## src/rtl/i2c_ctrl_map.svh

```systemverilog
// Register offsets, field positions, reset values and timing counts for the I2C control block
`ifndef I2C_CTRL_MAP_SVH
`define I2C_CTRL_MAP_SVH

// ****************************************************************
// Register byte addresses
// ****************************************************************
`define ADDR_MASK_OFS     12'h000
`define OWN_ADDR_OFS      12'h004
`define BAUD_OFS          12'h008
`define FIFO_UPPER_OFS    12'h00C
`define FIFO_LOWER_OFS    12'h010
`define CTRL_OFS          12'h014
`define STATUS_OFS        12'h018
`define TXWR_OFS          12'h01C
`define RXRD_OFS          12'h020

// ****************************************************************
// Field positions
// ****************************************************************
`define MASK_ENABLE_BIT   7
`define OWN_DETECT_BIT    7
`define UP_LOST_ON_BIT    4
`define UP_IDLE_ON_BIT    3
`define UP_REFILL_BIT     2
`define UP_IRQ_ON_BIT     1
`define UP_ROLE_BIT       0
`define LO_LOST_BIT       6
`define LO_RESTORE_BIT    5
`define LO_SAVE_BIT       4
`define LO_CLEAR_B_BIT    3
`define LO_CLEAR_A_BIT    2
`define LO_ON_B_BIT       1
`define LO_ON_A_BIT       0

// ****************************************************************
// Reset values, sizes and timing counts
// ****************************************************************
`define MASK_RESET        8'h7F
`define UPPER_RESET       5'h04
`define FIFO_DEPTH        16
`define PTR_W             4
`define CNT_W             5
`define IDLE_BIT_TIMES    4'h8
`define TICKS_PER_BIT     2'h3
`endif

```

## src/rtl/i2c_ctrl_pkg.sv

```systemverilog
// Types shared by the I2C control block
package i2c_ctrl_pkg;
  typedef enum logic [1:0] {
    idle_st = 2'b00,
    addr_st = 2'b01,
    slave_st = 2'b11
  } addr_state_t;
endpackage

```

## src/rtl/i2c_addr_baud_fifo_ctrl.sv

```systemverilog
// I2C enable, own-address match, baud divider and dual FIFO control
`timescale 1ns/1ps
`default_nettype none
`include "i2c_ctrl_map.svh"

module i2c_addr_baud_fifo_ctrl (
  input  wire logic        mclk,
  input  wire logic        reset_n,
  input  wire logic        psel,
  input  wire logic        penable,
  input  wire logic        pwrite,
  input  wire logic [11:0] paddr,
  input  wire logic [31:0] pwdata,
  output logic      [31:0] prdata,
  output logic             pready,
  output logic             pslverr,
  input  wire logic        bus_start,
  input  wire logic        bus_byte_done,
  input  wire logic [7:0]  bus_rx_byte,
  input  wire logic        bus_error_flag,
  input  wire logic        tx_pop,
  output logic      [7:0]  tx_data,
  output logic             tx_avail,
  output logic             addr_ack,
  output logic             slave_active,
  output logic             serial_tick,
  output logic             link_run,
  output logic             tx_irq,
  output logic             rx_irq
);
  import i2c_ctrl_pkg::*;

  // ****************************************************************
  // Registers
  // ****************************************************************
  logic                 if_enable;
  logic [6:0]           addr_compare_mask;
  logic                 own_addr_detect_on;
  logic [6:0]           own_addr_value;
  logic [14:0]          baud_value;
  logic                 lost_detect_on;
  logic                 rx_idle_detect_on;
  logic                 tx_refill_request;
  logic                 tx_refill_irq_on;
  logic                 fifo_role_select;
  logic                 retx_lost_flag;
  logic                 read_ptr_restore;
  logic                 fifo_a_on;
  logic                 fifo_b_on;
  logic                 rx_irq_on;
  logic [`PTR_W-1:0]    saved_ptr;
  logic [7:0]           mem_a [`FIFO_DEPTH];
  logic [7:0]           mem_b [`FIFO_DEPTH];
  logic [`PTR_W-1:0]    wp_a, rp_a, wp_b, rp_b;
  logic [`CNT_W-1:0]    cnt_a, cnt_b;

  // Byte-wide I2C reads a bus bit in a fixed number of divider ticks
  logic [14:0]          reload_cnt;
  logic [1:0]           tick_cnt;
  logic                 bit_tick;
  logic [3:0]           idle_bits;
  logic                 idle_seen;
  addr_state_t          addr_state;
  logic                 addr_match;

  wire access = psel && penable;
  wire wr     = access && pwrite;
  wire rd     = access && !pwrite;

  function automatic logic hit(input logic [11:0] ofs);
    hit = (paddr == ofs);
  endfunction

  assign pready  = 1'b1;
  wire mapped = hit(`ADDR_MASK_OFS) || hit(`OWN_ADDR_OFS) || hit(`BAUD_OFS) ||
                hit(`FIFO_UPPER_OFS) || hit(`FIFO_LOWER_OFS) || hit(`CTRL_OFS) ||
                hit(`STATUS_OFS) || hit(`TXWR_OFS) || hit(`RXRD_OFS);
  assign pslverr = access && !mapped;

  // ****************************************************************
  // Role mapping
  // ****************************************************************
  wire tx_is_b = fifo_role_select;
  wire [`CNT_W-1:0] tx_cnt = tx_is_b ? cnt_b : cnt_a;
  wire [`CNT_W-1:0] rx_cnt = tx_is_b ? cnt_a : cnt_b;
  wire [`PTR_W-1:0] tx_rp  = tx_is_b ? rp_b : rp_a;
  wire [`PTR_W-1:0] tx_wp  = tx_is_b ? wp_b : wp_a;
  wire tx_on = tx_is_b ? fifo_b_on : fifo_a_on;
  wire rx_on = tx_is_b ? fifo_a_on : fifo_b_on;

  wire wr_lo   = wr && hit(`FIFO_LOWER_OFS);
  wire wr_up   = wr && hit(`FIFO_UPPER_OFS);
  wire clr_a   = wr_lo && pwdata[`LO_CLEAR_A_BIT];
  wire clr_b   = wr_lo && pwdata[`LO_CLEAR_B_BIT];
  wire tx_clr  = tx_is_b ? clr_b : clr_a;
  wire save_wr = wr_lo && pwdata[`LO_SAVE_BIT];
  wire tx_full = (tx_cnt == `CNT_W'(`FIFO_DEPTH));
  // Restore owns the pointer while busy; only resets may write then
  wire tx_push = wr && hit(`TXWR_OFS) && !tx_full && !read_ptr_restore && if_enable;
  wire rx_push = bus_byte_done && if_enable && rx_on && (addr_state == slave_st) &&
                 (rx_cnt != `CNT_W'(`FIFO_DEPTH));
  wire do_pop  = tx_pop && tx_avail && if_enable;
  wire rx_rd   = rd && hit(`RXRD_OFS) && (rx_cnt != '0);
  wire restore_go = wr_lo && pwdata[`LO_RESTORE_BIT] && !retx_lost_flag;

  // ****************************************************************
  // Configuration registers
  // ****************************************************************
  always_ff @(posedge mclk or negedge reset_n) begin
    if (!reset_n) begin
      if_enable         <= 1'b0;
      addr_compare_mask <= 7'(`MASK_RESET);
      own_addr_detect_on <= 1'b0;
      baud_value        <= '0;
      rx_irq_on         <= 1'b0;
    end else begin
      // Bus error is not looked at here on purpose
      if (wr && hit(`ADDR_MASK_OFS)) begin
        if_enable         <= pwdata[`MASK_ENABLE_BIT];
        addr_compare_mask <= pwdata[6:0];
      end
      if (wr && hit(`OWN_ADDR_OFS)) begin
        own_addr_detect_on <= pwdata[`OWN_DETECT_BIT];
      end
      if (wr && hit(`BAUD_OFS)) begin
        baud_value <= pwdata[14:0];
      end
      if (wr && hit(`CTRL_OFS)) begin
        rx_irq_on <= pwdata[0];
      end
    end
  end

  // ****************************************************************
  // Address match
  // ****************************************************************
  assign addr_match = own_addr_detect_on &&
    (((bus_rx_byte[7:1] ^ own_addr_value) & addr_compare_mask) == 7'h00);

  always_ff @(posedge mclk or negedge reset_n) begin
    if (!reset_n) begin
      addr_state     <= idle_st;
      own_addr_value <= '0;
      addr_ack       <= 1'b0;
    end else begin
      addr_ack <= 1'b0;
      if (wr && hit(`OWN_ADDR_OFS)) begin
        own_addr_value <= pwdata[6:0];
      end
      if (!if_enable) begin
        addr_state <= idle_st;
      end else if (bus_start) begin
        addr_state <= addr_st;
      end else begin
        case (addr_state)
          addr_st: begin
            if (bus_byte_done) begin
              if (addr_match) begin
                addr_state     <= slave_st;
                addr_ack       <= 1'b1;
                own_addr_value <= bus_rx_byte[7:1];
              end else begin
                addr_state <= idle_st;
              end
            end
          end
          default: ;
        endcase
      end
    end
  end
  assign slave_active = (addr_state == slave_st) && if_enable;
  assign link_run     = if_enable;

  // ****************************************************************
  // Baud reload counter
  // ****************************************************************
  always_ff @(posedge mclk or negedge reset_n) begin
    if (!reset_n) begin
      reload_cnt  <= '0;
      serial_tick <= 1'b0;
      tick_cnt    <= '0;
      bit_tick    <= 1'b0;
    end else begin
      serial_tick <= 1'b0;
      bit_tick    <= 1'b0;
      if (wr && hit(`BAUD_OFS)) begin
        reload_cnt <= pwdata[14:0];
        tick_cnt   <= '0;
      end else if (!if_enable) begin
        reload_cnt <= baud_value;
        tick_cnt   <= '0;
      end else if (reload_cnt == '0) begin
        reload_cnt  <= baud_value;
        serial_tick <= 1'b1;
        if (tick_cnt == `TICKS_PER_BIT) begin
          tick_cnt <= '0;
          bit_tick <= 1'b1;
        end else begin
          tick_cnt <= tick_cnt + 2'd1;
        end
      end else begin
        reload_cnt <= reload_cnt - 15'd1;
      end
    end
  end

  // ****************************************************************
  // FIFO control flags
  // ****************************************************************
  always_ff @(posedge mclk or negedge reset_n) begin
    if (!reset_n) begin
      lost_detect_on    <= 1'b0;
      rx_idle_detect_on <= 1'b0;
      tx_refill_request <= 1'b1;
      tx_refill_irq_on  <= 1'b0;
      fifo_role_select  <= 1'b0;
      fifo_a_on         <= 1'b0;
      fifo_b_on         <= 1'b0;
    end else begin
      if (wr_up) begin
        lost_detect_on    <= pwdata[`UP_LOST_ON_BIT];
        rx_idle_detect_on <= pwdata[`UP_IDLE_ON_BIT];
        tx_refill_irq_on  <= pwdata[`UP_IRQ_ON_BIT];
        if (tx_refill_request) begin
          fifo_role_select <= pwdata[`UP_ROLE_BIT];
        end
      end
      if (wr_lo) begin
        fifo_a_on <= pwdata[`LO_ON_A_BIT];
        fifo_b_on <= pwdata[`LO_ON_B_BIT];
      end
      // Set beats clear: empty or reset wins over a software 0
      if (tx_cnt == '0 || tx_clr) begin
        tx_refill_request <= 1'b1;
      end else if (tx_full) begin
        tx_refill_request <= 1'b0;
      end else if (wr_up && !pwdata[`UP_REFILL_BIT]) begin
        tx_refill_request <= 1'b0;
      end
    end
  end
  assign tx_irq = tx_refill_request && tx_refill_irq_on;

  // ****************************************************************
  // Pointers, save, restore and lost flag
  // ****************************************************************
  always_ff @(posedge mclk or negedge reset_n) begin
    if (!reset_n) begin
      wp_a <= '0; rp_a <= '0; cnt_a <= '0;
      wp_b <= '0; rp_b <= '0; cnt_b <= '0;
      saved_ptr        <= '0;
      retx_lost_flag   <= 1'b0;
      read_ptr_restore <= 1'b0;
    end else begin
      read_ptr_restore <= 1'b0;
      if (save_wr) begin
        saved_ptr <= tx_rp;
      end
      if (lost_detect_on && tx_push && (tx_wp == saved_ptr)) begin
        retx_lost_flag <= 1'b1;
      end else if (clr_a || clr_b || save_wr) begin
        retx_lost_flag <= 1'b0;
      end
      if (restore_go) begin
        read_ptr_restore <= 1'b1;
      end
      // FIFO A
      if (clr_a) begin
        wp_a <= '0; rp_a <= '0; cnt_a <= '0;
      end else if (!tx_is_b) begin
        if (read_ptr_restore) begin
          rp_a  <= saved_ptr;
          cnt_a <= `CNT_W'(wp_a - saved_ptr);
        end else begin
          if (tx_push) wp_a <= wp_a + 4'h1;
          if (do_pop) rp_a <= rp_a + 4'h1;
          cnt_a <= cnt_a + `CNT_W'(tx_push) - `CNT_W'(do_pop);
        end
      end else begin
        if (rx_push) wp_a <= wp_a + 4'h1;
        if (rx_rd) rp_a <= rp_a + 4'h1;
        cnt_a <= cnt_a + `CNT_W'(rx_push) - `CNT_W'(rx_rd);
      end
      // FIFO B
      if (clr_b) begin
        wp_b <= '0; rp_b <= '0; cnt_b <= '0;
      end else if (tx_is_b) begin
        if (read_ptr_restore) begin
          rp_b  <= saved_ptr;
          cnt_b <= `CNT_W'(wp_b - saved_ptr);
        end else begin
          if (tx_push) wp_b <= wp_b + 4'h1;
          if (do_pop) rp_b <= rp_b + 4'h1;
          cnt_b <= cnt_b + `CNT_W'(tx_push) - `CNT_W'(do_pop);
        end
      end else begin
        if (rx_push) wp_b <= wp_b + 4'h1;
        if (rx_rd) rp_b <= rp_b + 4'h1;
        cnt_b <= cnt_b + `CNT_W'(rx_push) - `CNT_W'(rx_rd);
      end
    end
  end

  always_ff @(posedge mclk) begin
    if (tx_push && !tx_is_b) mem_a[wp_a] <= pwdata[7:0];
    if (rx_push && tx_is_b)  mem_a[wp_a] <= bus_rx_byte;
    if (tx_push && tx_is_b)  mem_b[wp_b] <= pwdata[7:0];
    if (rx_push && !tx_is_b) mem_b[wp_b] <= bus_rx_byte;
  end

  always_ff @(posedge mclk or negedge reset_n) begin
    if (!reset_n) begin
      tx_data <= '0;
    end else begin
      tx_data <= tx_is_b ? mem_b[rp_b] : mem_a[rp_a];
    end
  end
  assign tx_avail = if_enable && tx_on && (tx_cnt != '0) && !read_ptr_restore;

  // ****************************************************************
  // Receive idle detection
  // ****************************************************************
  always_ff @(posedge mclk or negedge reset_n) begin
    if (!reset_n) begin
      idle_bits <= '0;
      idle_seen <= 1'b0;
    end else begin
      if (!rx_on || !rx_idle_detect_on || rx_push || rx_rd || rx_cnt == '0) begin
        idle_bits <= '0;
        if (rx_rd || rx_cnt == '0 || !rx_on) idle_seen <= 1'b0;
      end else if (bit_tick) begin
        if (idle_bits == `IDLE_BIT_TIMES) begin
          idle_seen <= 1'b1;
        end else begin
          idle_bits <= idle_bits + 4'd1;
        end
      end
    end
  end
  assign rx_irq = idle_seen && rx_irq_on;

  // ****************************************************************
  // Read data
  // ****************************************************************
  always_ff @(posedge mclk or negedge reset_n) begin
    if (!reset_n) begin
      prdata <= '0;
    end else if (psel && !penable && !pwrite) begin
      if (hit(`ADDR_MASK_OFS)) begin
        prdata <= {24'h00_0000, if_enable, addr_compare_mask};
      end else if (hit(`OWN_ADDR_OFS)) begin
        prdata <= {24'h00_0000, own_addr_detect_on, own_addr_value};
      end else if (hit(`BAUD_OFS)) begin
        prdata <= {17'h0_0000, baud_value};
      end else if (hit(`FIFO_UPPER_OFS)) begin
        prdata <= {27'h000_0000, lost_detect_on, rx_idle_detect_on,
                   tx_refill_request, tx_refill_irq_on, fifo_role_select};
      end else if (hit(`FIFO_LOWER_OFS)) begin
        prdata <= {25'h000_0000, retx_lost_flag, read_ptr_restore, 3'b000,
                   fifo_b_on, fifo_a_on};
      end else if (hit(`CTRL_OFS)) begin
        prdata <= {31'h0000_0000, rx_irq_on};
      end else if (hit(`STATUS_OFS)) begin
        prdata <= {12'h000, 3'b000, rx_cnt, 3'b000, tx_cnt, 2'b00,
                   bus_error_flag, slave_active};
      end else if (hit(`RXRD_OFS)) begin
        prdata <= {24'h00_0000, tx_is_b ? mem_a[rp_a] : mem_b[rp_b]};
      end else begin
        prdata <= '0;
      end
    end
  end
endmodule
`default_nettype wire

```

## config.mk

```make
export PLATFORM = sky130hd
export DESIGN_NAME = i2c_addr_baud_fifo_ctrl
export DESIGN_NICKNAME = d
export VERILOG_FILES = /design/src/rtl/i2c_ctrl_pkg.sv /design/src/rtl/i2c_addr_baud_fifo_ctrl.sv
export VERILOG_INCLUDE_DIRS = /design/src /design/src/rtl
export SDC_FILE = /design/constraint.sdc
export NUM_CORES = 1
export LEC_CHECK = 0
export BUFFER_PORTS_ARGS = -buffer_cell sky130_fd_sc_hd__buf_4
export CAP_MARGIN = 20
export CORE_MARGIN = 1
export CORE_UTILIZATION = 56
export CTS_CLUSTER_SIZE = 20
export DETAILED_ROUTE_END_ITERATION = 12
export PLACE_DENSITY = 0.74
export SETUP_SLACK_MARGIN = 0.1
export SLEW_MARGIN = 15
export SYNTH_ARGS = -nofsm -noshare
export SYNTH_HDL_FRONTEND = slang
export SYNTH_SLANG_ARGS = --single-unit
```

## constraint.sdc

```tcl
create_clock -name mclk -period 9.6 [get_ports mclk]
set_input_delay 2.4 -clock mclk [delete_from_list [all_inputs] [get_ports mclk]]
set_output_delay 2.4 -clock mclk [all_outputs]
set_load 0.1 [all_outputs]
```

### Word level (Yosys, flattened, before mapping)

Memory sizes are Yosys's and may differ from the RTL's.
Index checks and enable logic that the tools add are counted.

* output and inout port bits: 49
* logic and storage cells: 270
* memory bits (writable): 256
* memories: 2
* register bits after elaboration: 138
* input port bits: 61

Memories
* mem_a: words 16, bits a word 8, rd ports 1, clocked after Yosys merged registers in 0, wr ports 1, RTL line i2c_addr_baud_fifo_ctrl.sv:52 `` logic [7:0] mem_a [`FIFO_DEPTH]; ``
* mem_b: words 16, bits a word 8, rd ports 1, clocked after Yosys merged registers in 0, wr ports 1, RTL line i2c_addr_baud_fifo_ctrl.sv:53 `` logic [7:0] mem_b [`FIFO_DEPTH]; ``

* multiplexer cells: 96
* add/sub/neg operators: 17
* eq/ne operators: 26
* bitwise logic cells: 4
* reduce and logical (&&, ||, !) cells: 93

Operators with widths (count)
* 17-bit 2-to-1 mux: 7
* 4-bit 2-to-1 mux: 25
* 12-bit by 5-bit == test with 1-bit output (second input constant): 4
* 15-bit 2-to-1 mux: 3
* 1-bit logical AND: 43
* 7-bit 2-to-1 mux: 6
* 5-bit 2-to-1 mux: 8
* 8-bit 2-to-1 mux: 5
* 1-bit 2-to-1 mux: 33
* 12-bit by 4-bit == test with 1-bit output (second input constant): 2
* 4-bit by 1-bit adder with 4-bit output (second input constant): 5
* 5-bit by 1-bit adder with 5-bit output: 4
* 5-bit by 1-bit subtractor with 5-bit output: 4
* 2-bit 2-to-1 mux: 9
* 1-bit logical OR: 17
* 15-bit logical NOT: 1
* 15-bit by 1-bit subtractor with 15-bit output (second input constant): 1
* 12-bit by 3-bit == test with 1-bit output (second input constant): 1
* 12-bit by 6-bit == test with 1-bit output (second input constant): 1
* 12-bit logical NOT: 1
* 3-bit by 1-bit != test with 1-bit output (second input constant): 4
* 3-bit nonzero test: 4
* 1-bit logical NOT: 10
* 5-bit logical NOT: 2
* other kinds (22): 36

### Logic depth before layout (Yosys ltp)

Gate-level depths: netlist of run 1.

* depth after elaboration: 11
* mapped depth: 16
* mapped depth without buffers: 15

### Least setup slack after synthesis of run 1

No wires, ideal clock.

* kind: input port to output port
* start point: input paddr[3]
* end point: output pslverr
* slack: 2.622 ns
* data required time: 7.200 ns
* buffers on the path: 2
* data arrival time: 4.578 ns
* cell stages on the path: 5
* cells stage by stage: clkbuf_1 or2_2 clkbuf_1 o21ai_0 a21oi_1

* cells in the longest elaborated chain, start to end: 11
* elaborated cells on any way between the ends: 19
* classes of those cells: 8 x eq/ne; 11 x reduce/logical

Ends and longest elaborated chain
* start: declaration: RTL line i2c_addr_baud_fifo_ctrl.sv:12 `input wire logic [11:0] paddr,`
* 12-bit by 3-bit == test with 1-bit output or 12-bit logical NOT (tied branches): RTL line i2c_addr_baud_fifo_ctrl.sv:71 `hit = (paddr == ofs);`
* 1-bit logical OR (7 in a row): RTL line i2c_addr_baud_fifo_ctrl.sv:75 `` wire mapped = hit(`ADDR_MASK_OFS) || hit(`OWN_ADDR_OFS) || hit(`BAUD_OFS) || ``
* 1-bit logical OR *: RTL line i2c_addr_baud_fifo_ctrl.sv:75
* 1-bit logical NOT *: RTL line i2c_addr_baud_fifo_ctrl.sv:78 `assign pslverr = access && !mapped;`
* 1-bit logical AND *: RTL line i2c_addr_baud_fifo_ctrl.sv:78
* end: declaration: RTL line i2c_addr_baud_fifo_ctrl.sv:16 `output logic pslverr,`

Mark *: on every way between the ends. The rest lies on a longest branch, timed or not.

### Worst setup path in the final report of run 1

* start point: input paddr[9]
* end point: output pslverr

Same word-level chain as after synthesis.

==> results_dict.tcl, run 1 <==
set metrics [dict create \
    outcome "completed" \
    core-area_um2 31900 \
    crit_family "simple AND/OR/NAND/NOR gates" \
    startpoint "paddr[9]" \
    synth_area_um2 18300 \
    cts_buffers 40 \
    max_slew.worst_pin.slew_ns 1.16 \
    p_leak_nw 7.67 \
    diodes 0 \
    vias 12300 \
    ant_nets 0 \
    cpPeakStageDelay_ns 0.73 \
    seq_area_frac_synth_pct 58.9 \
    grt_max_degree 86 \
    drive_above_1_share_pct 18.1 \
    grt_pass1_wl_mm 69.7 \
    max_freq_mhz 159 \
    path_depth 5 \
    critPathBufInv 2 \
    die_x_um 183 \
    start_util_pct 57.4 \
    cts_sinks 379 \
    area_delta_synth_final_pct 12.4 \
    synth_top_family_by_area "multiplexers" \
    synthTopCellsByArea "edfxtp_1 42%, dfrtp_1 16%, mux2i_1 4.3%" \
    first_iter_violations 1176 \
    antenna_found_initial 0 \
    insertion_delay_ns 0.55 \
    portBuffers 76 \
    synth_fa_ha_area_share_pct 3.12 \
    clk_path_buf_depth 3 \
    fin_util_pct 64.5 \
    crit_top_cell "buf_4" \
    setup_slack_ns 3.33 \
    yosys.area.top_type "edfxtp_1" \
    synthMuxAreaShare_pct 12.1 \
    postRouteWirelength_mm 45.6 \
    grtUsageTotal_pct 27.8 \
    drt-vias-per-instance 6.27 \
    cts.clk_slew.worst_paths_ns 0.06 \
    drtPass1Iterations 6 \
    cts_setup_buffers 0 \
    wl_per_cell_um 23.2 \
    ys_ff_latch 379 \
    finClkSkew_ns 0.0290 \
    yosys.area_share.simple_pct 10.6 \
    cts_tree "yes" \
    yosysWarnings 0 \
    critical_path_class "in2out" \
    synthArstFlopShare_pct 32.5 \
    ir_worst_vdd_mv 0.117 \
    cpMaxStageDelayCell "or4_1" \
    finalHoldViolations 0 \
    cp_max_fo 8 \
    powerDensity_nw_per_um2 184 \
    worstPathCellList "buf_4 -> or4_1 -> nor2_4 -> a21oi_1 -> buf_4" \
    setup_viol 0 \
    start_kind "input port" \
    rr_worst_depth 13 \
    grt_setup_unrepaired "false" \
    drc 0 \
    synth_cells 1434 \
    cp.arrival_ns 3.87 \
    synth_edf_count 256 \
    die_y_um 183 \
    maxCapViolCount 0 \
    report.final.slew_viol_count 0 \
    avgSynthCellArea_um2 12.8 \
    die_area_um2 33400 \
    clockRootBuffer "clkbuf_16" \
    min-delay-path-class "reg2reg" \
    dp_slack_ns 3.35 \
    synth-xor-area-share_pct 2.25 \
    synth_ff_type "edfxtp_1" \
    ctsHoldBuffers 0 \
    worstPathRequired_ns 7.20 \
    finalCriticalPeriod_ns 6.27 \
    pin_count 110 \
    grt_pass1_vias 12100 \
    fin_total_pwr_mw 3.78 \
    yosysTopAreaCellShare_pct 42.0 \
    end_kind "output pin" \
    ys_types 74 \
    synth_compound_area_share_pct 9.78 \
    timing.rr.start "fifo_role_select" \
    grt_overflow_total 0 \
    max_slew_margin_pct 22.0 \
    worst_hold_path.num_cells 2 \
    hpwl_mm 31.3 \
    finalSetupTns_ns 0 \
    place_congestion 0.954 \
    num-nets-final 1603 \
    finalCritPeriodShare_pct 65.4 \
    cts_resized 0 \
    htreeDepth 2 \
    worstHoldStart "prdata[15]" \
    rows 65 \
]
-- power breakdown --
part,switching (mW),internal [mW]
logic,0.252,0.154
clock network,0.626,0.910
registers,0.0510,1.79
total,0.929,2.85
-- final cells by class --
cell class / count / area (µm²)
clock buffer: 58 / 1140
clock inverter: 15 / 181
fill: 2370 / 11300
inverter: 50 / 188
multi-input combinational: 935 / 7020
sequential: 379 / 10800
tap: 435 / 544
timing repair buffer: 94 / 719
-- cell usage in the layout, fill, tap and decap left out, types with 49 or more instances in the layout --
cell type and instances:
mux2i_1 79, inv_1 49, mux2_2 51, dfrtp_1 111
nor2_1 80, o21ai_0 63, buf_4 88, edfxtp_1 256
a21oi_1 51, nand2_1 143
-- kinds of logic (layout without fill, tap and decap cells) --
| group | after synthesis | count (layout) |
|---|---|---|
| flops | 379 | 379 |
| fa+ha+maj | 42 | 42 |
| other cells | 2 | 16 |
| simple gates | 392 | 392 |
| xor+xnor | 47 | 47 |
| compound gates | 266 | 266 |
| buf+inv | 134 | 217 |
| mux | 172 | 172 |
-- cell usage after synthesis (8+ instances only) --
cell type and n:
nand3_1 36, clkbuf_1 44, a221oi_1 15, and3_1 12, inv_1 49, a21oi_1 51, o22ai_1 9, nand2b_1 11
a22o_1 13, a211oi_1 15, nor2b_1 14, mux4_2 34, ha_1 36, a22oi_1 12, mux2_1 8, nand2_1 143
mux2i_1 79, and2_1 16, dfstp_2 8, mux2_2 51, edfxtp_1 256, buf_4 18, a21o_1 12, nor3_1 24
o21ai_0 65, nor2_1 80, a31oi_1 9, dfrtp_1 115, buf_2 15, o31ai_1 8, o211ai_1 17, xnor2_1 21
xor2_1 26
-- worst paths after layout --
check	to	slack, ns
worst min-delay path	prdata[15]	0.48
worst max register to register	cnt_b[3]	5.54
max in group asynchronous	prdata[9]	6.47
worst max-delay path	pslverr	3.33
worst min register to register	prdata[15]	0.48
min in group asynchronous	cnt_b[3]	1.86
-- registers in the layout (all words and copies together), names as in the netlist, 5 cells and up --
name               cells
prdata                17
cnt_b                  5
mem_a                128
mem_b                128
own_addr_value         7
tx_data                8
baud_value            15
reload_cnt            15
addr_compare_mask      7
cnt_a                  5
-- tightest hold or removal path: cells and delay by family, from the launching register on --
family | cells | cell delay, ns
and+or+nand+nor | 1 | 0.05
AOI/OAI and AO/OA | 1 | 0.05
DFF | 1 | 0.34
-- metrics by stage --
| stage | instances | hold WS, ns | instance area [µm²] |
|---|---|---|---|
| global route | 1966 | 0.524 | 20600 |
| global placement | 1886 | 0.465 | 19200 |
| detailed placement | 1887 | 0.472 | 19200 |
| floorplan | 1448 | 0.441 | 18400 |
| finish | 1966 | 0.478 | 20600 |
| CTS | 1960 | 0.485 | 20500 |
-- layer usage --
metal  vias up  share of wire (%)  track usage, %
met5         -                  0               0
met4         0                3.5            10.3
met3        97                7.5            3.87
met2       613                 49            46.4
met1      6134                 40            37.3
li1       5486                  -               -
Note: power is estimated with default switching activity, not from simulation.
==> run 2: changes to the inputs <==
==> constraint.sdc (replaced) <==
create_clock -name mclk -period 6.3 [get_ports mclk]
set_input_delay 1.575 -clock mclk [delete_from_list [all_inputs] [get_ports mclk]]
set_output_delay 1.575 -clock mclk [all_outputs]
set_load 0.1 [all_outputs]
==> run 2 against run 1 <==
  * Die area stayed put
  * Global-route usage is 0.20 points lower
  * Via count is 0.79% lower
  * Utilization is 0.22 points lower
  * Design area is 0.34% lower
  * Highest routed layer unchanged
==> results_dict.tcl, run 2 (synthesis results as in run 1) <==
set metrics [dict create \
    cpPeakStageDelay_ns 0.74 \
    cts_tree "yes" \
    grt_max_degree 68 \
    die_x_um 183 \
    worstPathCellList "buf_4 -> or4_1 -> nor2_4 -> a21oi_1 -> buf_4" \
    path_depth 5 \
    multi_input_comb_area_um2 7010 \
    postRouteWirelength_mm 45.3 \
    finalCritPeriodShare_pct 73.1 \
    endpoint "pslverr" \
    power_switching_mw 1.40 \
    num-nets-final 1601 \
    drt-vias-per-instance 6.23 \
    cts_setup_buffers 0 \
    p_comb_share_pct 10.8 \
    report.final.slew_viol_count 0 \
    seqPwrFrac_pct 48.8 \
    placed_cells 1891 \
    start_kind "input port" \
    ir_worst_vdd_mv 0.200 \
    htreeDepth 2 \
    drive_above_1_share_pct 17.7 \
    cp_max_fo 8 \
    dp_slack_ns 1.48 \
    setup_viol 0 \
    rows 65 \
    hpwl_mm 31.2 \
    final_cells 1962 \
    first_iter_violations 1206 \
    maxCapViolCount 0 \
    reg.largest.list "mem_a x128, mem_b x128, prdata x17" \
    crit_top_cell "buf_4" \
    crit_family "simple AND/OR/NAND/NOR gates" \
    ant_nets 0 \
    fin_hold_ws_ns 0.478 \
    critical_path_class "in2out" \
    diodes 0 \
    min-delay-path-class "reg2reg" \
    grt_pass1_vias 11700 \
    p_clk_share_pct 40.4 \
    insertion_delay_ns 0.53 \
    cts_resized 0 \
    layout_commonest_cell "edfxtp_1" \
    clockRootBuffer "clkbuf_16" \
    fin_total_pwr_mw 5.75 \
    ctsHoldBuffers 0 \
    max_slew_margin_pct 23.6 \
    max_slew.worst_pin.slew_ns 1.15 \
    m1WireLength_mm 18.7 \
    grt_setup_unrepaired "false" \
    end_kind "output pin" \
    max_freq_mhz 217 \
    switching_share_pct 24.4 \
    p_int_mw 4.35 \
    highest_layer "met4" \
    cts_buffers 39 \
    grt_overflow_total 0 \
    dr_wl_met3_mm 3.24 \
    reg2reg_to "cnt_a[3]" \
    vias 12200 \
    regArea_um2 10800 \
    grt_pass1_wl_mm 69.0 \
    post-route-cell-area_um2 20500 \
    finalHoldViolations 0 \
    fin_util_pct 64.3 \
    powerDensity_nw_per_um2 280 \
    core-area_um2 31900 \
    rr_worst_depth 12 \
    place_congestion 0.985 \
    cts.clk_slew.worst_paths_ns 0.05 \
    clk_path_buf_depth 3 \
    startpoint "paddr[9]" \
    drc 0 \
    outcome "completed" \
    dpl_cell_area_um2 19200 \
    timing.rr.start "fifo_role_select" \
    p_leak_nw 7.63 \
    setup_slack_ns 1.70 \
    wl_per_cell_um 23.1 \
    portBuffers 76 \
    finClkSkew_ns 0.0190 \
    fillers 2363 \
    worstPathRequired_ns 4.72 \
    grtUsageTotal_pct 27.6 \
    worst-r2r-setup-slack_ns 2.28 \
    finalCriticalPeriod_ns 4.60 \
    cp.arrival_ns 3.03 \
    mostFrequentLayoutCells "256 x edfxtp_1, 143 x nand2_1, 111 x dfrtp_1" \
    wl_met2_mm 21.6 \
    area_delta_synth_final_pct 12.0 \
    cts_sinks 379 \
    finalSetupTns_ns 0 \
    pin_count 110 \
    start_util_pct 57.4 \
    cpMaxStageDelayCell "or4_1" \
    drtPass1Iterations 6 \
    die_area_um2 33400 \
    critPathBufInv 2 \
    antenna_found_initial 0 \
    die_y_um 183 \
]
[run 2: cell types whose count changed in the layout (fill, tap and decap cells not counted), sizes merged]
cell      delta
clkinvlp     +2
clkbuf       -5
clkinv       -2
inv          -1
bufinv       +2
[run 2: worst register-to-register path: cells and delay by family, from the launching register on]
family / cells / cell delay, ns
mux: 1 / 0.31
fa+ha+maj: 2 / 0.68
flops: 1 / 1.01
simple gates: 2 / 0.27
xor+xnor: 1 / 0.17
compound gates: 5 / 1.32
buf+inv: 1 / 0.10
[run 2: how the worst min path moves through the flow]
stage / start / endpoint / slack, ns / cells after the start
detailed placement: prdata[8] / prdata[8] / 0.47 / 2
finish: prdata[12] / prdata[12] / 0.48 / 2
global route: prdata[15] / prdata[15] / 0.52 / 2
CTS: prdata[12] / prdata[12] / 0.48 / 2
floorplan: idle_seen / idle_seen / 0.44 / 2
global placement: prdata[8] / prdata[8] / 0.46 / 2
[run 2: power groups by stage]
| stage | Sequential [mW] | Combinational (mW) | Clock [mW] |
|---|---|---|---|
| after detailed placement | 2.85 | 0.615 | 0 |
| after CTS | 2.80 | 0.620 | 2.35 |
| final | 2.81 | 0.618 | 2.32 |
| after global routing | 2.81 | 0.691 | 2.45 |
| after global placement | 2.85 | 0.598 | 0 |
| after floorplan | 2.86 | 0.445 | 0 |
[run 2: layout make-up]
| class | instances | area share (%) |
|---|---|---|
| timing repair buffer | 93 | 3.41 |
| sequential | 379 | 52.6 |
| multi-input combinational | 935 | 34.2 |
| clock buffer | 54 | 5.18 |
| tap | 435 | 2.66 |
| inverter | 50 | 0.916 |
| clock inverter | 16 | 1.04 |
[run 2: metal layers]
metal | GRT usage [%] | up-vias
met4 | 10.1 | 0
met2 | 44.9 | 584
met5 | 0 | -
met3 | 3.87 | 94
met1 | 38.1 | 6079
li1 | - | 5476
==> run 3: changes to the inputs <==
--- a/config.mk
+++ b/config.mk
@@ -9,10 +9,10 @@
 export BUFFER_PORTS_ARGS = -buffer_cell sky130_fd_sc_hd__buf_4
 export CAP_MARGIN = 20
 export CORE_MARGIN = 1
-export CORE_UTILIZATION = 56
+export CORE_UTILIZATION = 55
 export CTS_CLUSTER_SIZE = 20
 export DETAILED_ROUTE_END_ITERATION = 12
-export PLACE_DENSITY = 0.74
+export PLACE_DENSITY = 0.76
 export SETUP_SLACK_MARGIN = 0.1
 export SLEW_MARGIN = 15
 export SYNTH_ARGS = -nofsm -noshare
==> constraint.sdc (replaced) <==
create_clock -name mclk -period 4 [get_ports mclk]
set_input_delay 1 -clock mclk [delete_from_list [all_inputs] [get_ports mclk]]
set_output_delay 1 -clock mclk [all_outputs]
set_load 0.1 [all_outputs]
==> run 3 against run 2 <==
  * Combinational power grew 60%
  * First-iteration DRC count is the same
  * Clock-buffer cell count grew 2
  * Worst hold slack gained 0.0025 ns
  * Sequential power grew 57%
  * Worst setup slack lost 1.2 ns
  * Register-to-register slack lost 1.7 ns
  * Cell count grew 1.9%
  * Non-clock buffer count grew 31
  * Critical path type is now reg2out
  * Largest cell class unchanged
  * Highest routed layer unchanged
==> results_dict.tcl, run 3 (synthesis results as in run 1) <==
set metrics [dict create \
    outcome "completed" \
    diodes 0 \
    clk_path_buf_depth 3 \
    seqPwrFrac_pct 50.0 \
    wl_met2_mm 21.6 \
    grtUsageTotal_pct 27.6 \
    postRouteWirelength_mm 45.8 \
    finalHoldViolations 0 \
    cpMaxStageDelayCell "or4_1" \
    reg.largest.list "mem_a x128, mem_b x128, prdata x17" \
    grt_setup_unrepaired "false" \
    portBuffers 76 \
    wl_per_cell_um 22.9 \
    dp_slack_ns 0.00297 \
    worstPathRequired_ns 3.00 \
    finalCritPeriodShare_pct 88.4 \
    grt_pass1_vias 11900 \
    switching_share_pct 25.0 \
    cpPeakStageDelay_ns 0.66 \
    rows 66 \
    layout_commonest_cell "edfxtp_1" \
    dpl_cell_area_um2 19500 \
    die_x_um 184 \
    insertion_delay_ns 0.54 \
    vias 12300 \
    drc 0 \
    max_slew_margin_pct 30.5 \
    drt-vias-per-instance 6.17 \
    die_y_um 184 \
    mostFrequentLayoutCells "256 x edfxtp_1, 143 x nand2_1, 123 x buf_4" \
    first_iter_violations 1206 \
    area_delta_synth_final_pct 12.9 \
    place_congestion 0.954 \
    p_clk_share_pct 38.8 \
    drive_above_1_share_pct 19.1 \
    hpwl_mm 32.4 \
    grt_overflow_total 0 \
    htreeDepth 2 \
    ant_nets 0 \
    start_util_pct 56.1 \
    cts_setup_buffers 0 \
    cts_sinks 379 \
    p_leak_nw 7.77 \
    cts_buffers 38 \
    p_comb_share_pct 11.1 \
    setup_viol 0 \
    cp_max_fo 7 \
    ctsHoldBuffers 0 \
    power_switching_mw 2.21 \
    critPathBufInv 1 \
    pin_count 110 \
    regArea_um2 10800 \
    finalCriticalPeriod_ns 3.54 \
    finalSetupTns_ns 0 \
    grt_max_degree 59 \
    num-nets-final 1631 \
    min-delay-path-class "reg2reg" \
    fillers 2403 \
    cts.clk_slew.worst_paths_ns 0.06 \
    max_slew.worst_pin.slew_ns 1.02 \
    end_kind "output pin" \
    core-area_um2 32600 \
    start_kind "register" \
    multi_input_comb_area_um2 7010 \
    fin_util_pct 63.4 \
    setup_slack_ns 0.462 \
    finClkSkew_ns 0.0311 \
    fin_total_pwr_mw 8.84 \
    post-route-cell-area_um2 20700 \
    maxCapViolCount 0 \
    cts_resized 0 \
    m1WireLength_mm 19.0 \
    report.final.slew_viol_count 0 \
    antenna_found_initial 0 \
    cts_tree "yes" \
    drtPass1Iterations 7 \
    crit_family "simple AND/OR/NAND/NOR gates" \
    worstPathCellList "or4_1 -> nor2_1 -> nor3b_1 -> a31oi_1 -> nor3_2 -> buf_4" \
    clockRootBuffer "clkbuf_16" \
    powerDensity_nw_per_um2 428 \
    p_int_mw 6.63 \
    grt_pass1_wl_mm 70.0 \
    ir_worst_vdd_mv 0.351 \
    die_area_um2 34000 \
    critical_path_class "reg2out" \
    max_freq_mhz 283 \
    highest_layer "met4" \
    cp.arrival_ns 2.54 \
    dr_wl_met3_mm 3.28 \
]
## run 3: final timing paths
check / start / endpoint / slack, ns / depth (start not counted)
hold / removal: prdata[14] / prdata[14] / 0.48 / 2
hold reg to reg: prdata[14] / prdata[14] / 0.48 / 2
setup / recovery: cnt_a[1] / tx_avail / 0.46 / 6
setup reg to reg: cnt_a[1] / cnt_b[4] / 0.58 / 13
max in group asynchronous: reset_n / rp_a[1] / 2.63 / 2
min in group asynchronous: reset_n / tx_data[0] / 0.55 / 1
## run 3: cell type report
cell class	instances	share of cell area (%)
clock buffers	56	5.28
clock inverters	13	0.521
inverters	50	0.908
multi-input cells	935	33.9
flip-flops and latches	379	52.2
well taps	442	2.68
repair buffers	124	4.56
## run 3: worst reg2reg max path, stage by stage (launching register included)
cell     delay (ns)
dfrtp_1        0.48
or4_1          0.66
mux2i_1        0.24
a21oi_1        0.12
ha_1           0.30
inv_1          0.06
ha_1           0.21
fa_1           0.45
a21o_1         0.20
a21oi_1        0.16
xor2_1         0.16
nor2_1         0.05
a31oi_1        0.14
nor2_1         0.06
## run 3: layer usage
layer  vias to the layer above  track usage [%]
li1                       5535                -
met1                      6164             37.5
met2                       539             44.4
met3                        98             4.05
met4                         0             11.9
met5                         -                0
## run 3: through the flow
stage	hold slack, ns	std cells
final	0.480	1999
after global routing	0.516	1999
after CTS	0.485	1999
after detailed placement	0.472	1930
after global placement	0.467	1930
after floorplan	0.441	1448
## run 3: power groups by stage
stage	Clock (mW)	Combinational, mW	Sequential, mW
after floorplan	0	0.701	4.51
after global placement	0	0.945	4.49
after detailed placement	0	0.975	4.50
after CTS	3.46	0.984	4.42
after global routing	3.62	1.09	4.44
final	3.43	0.986	4.42
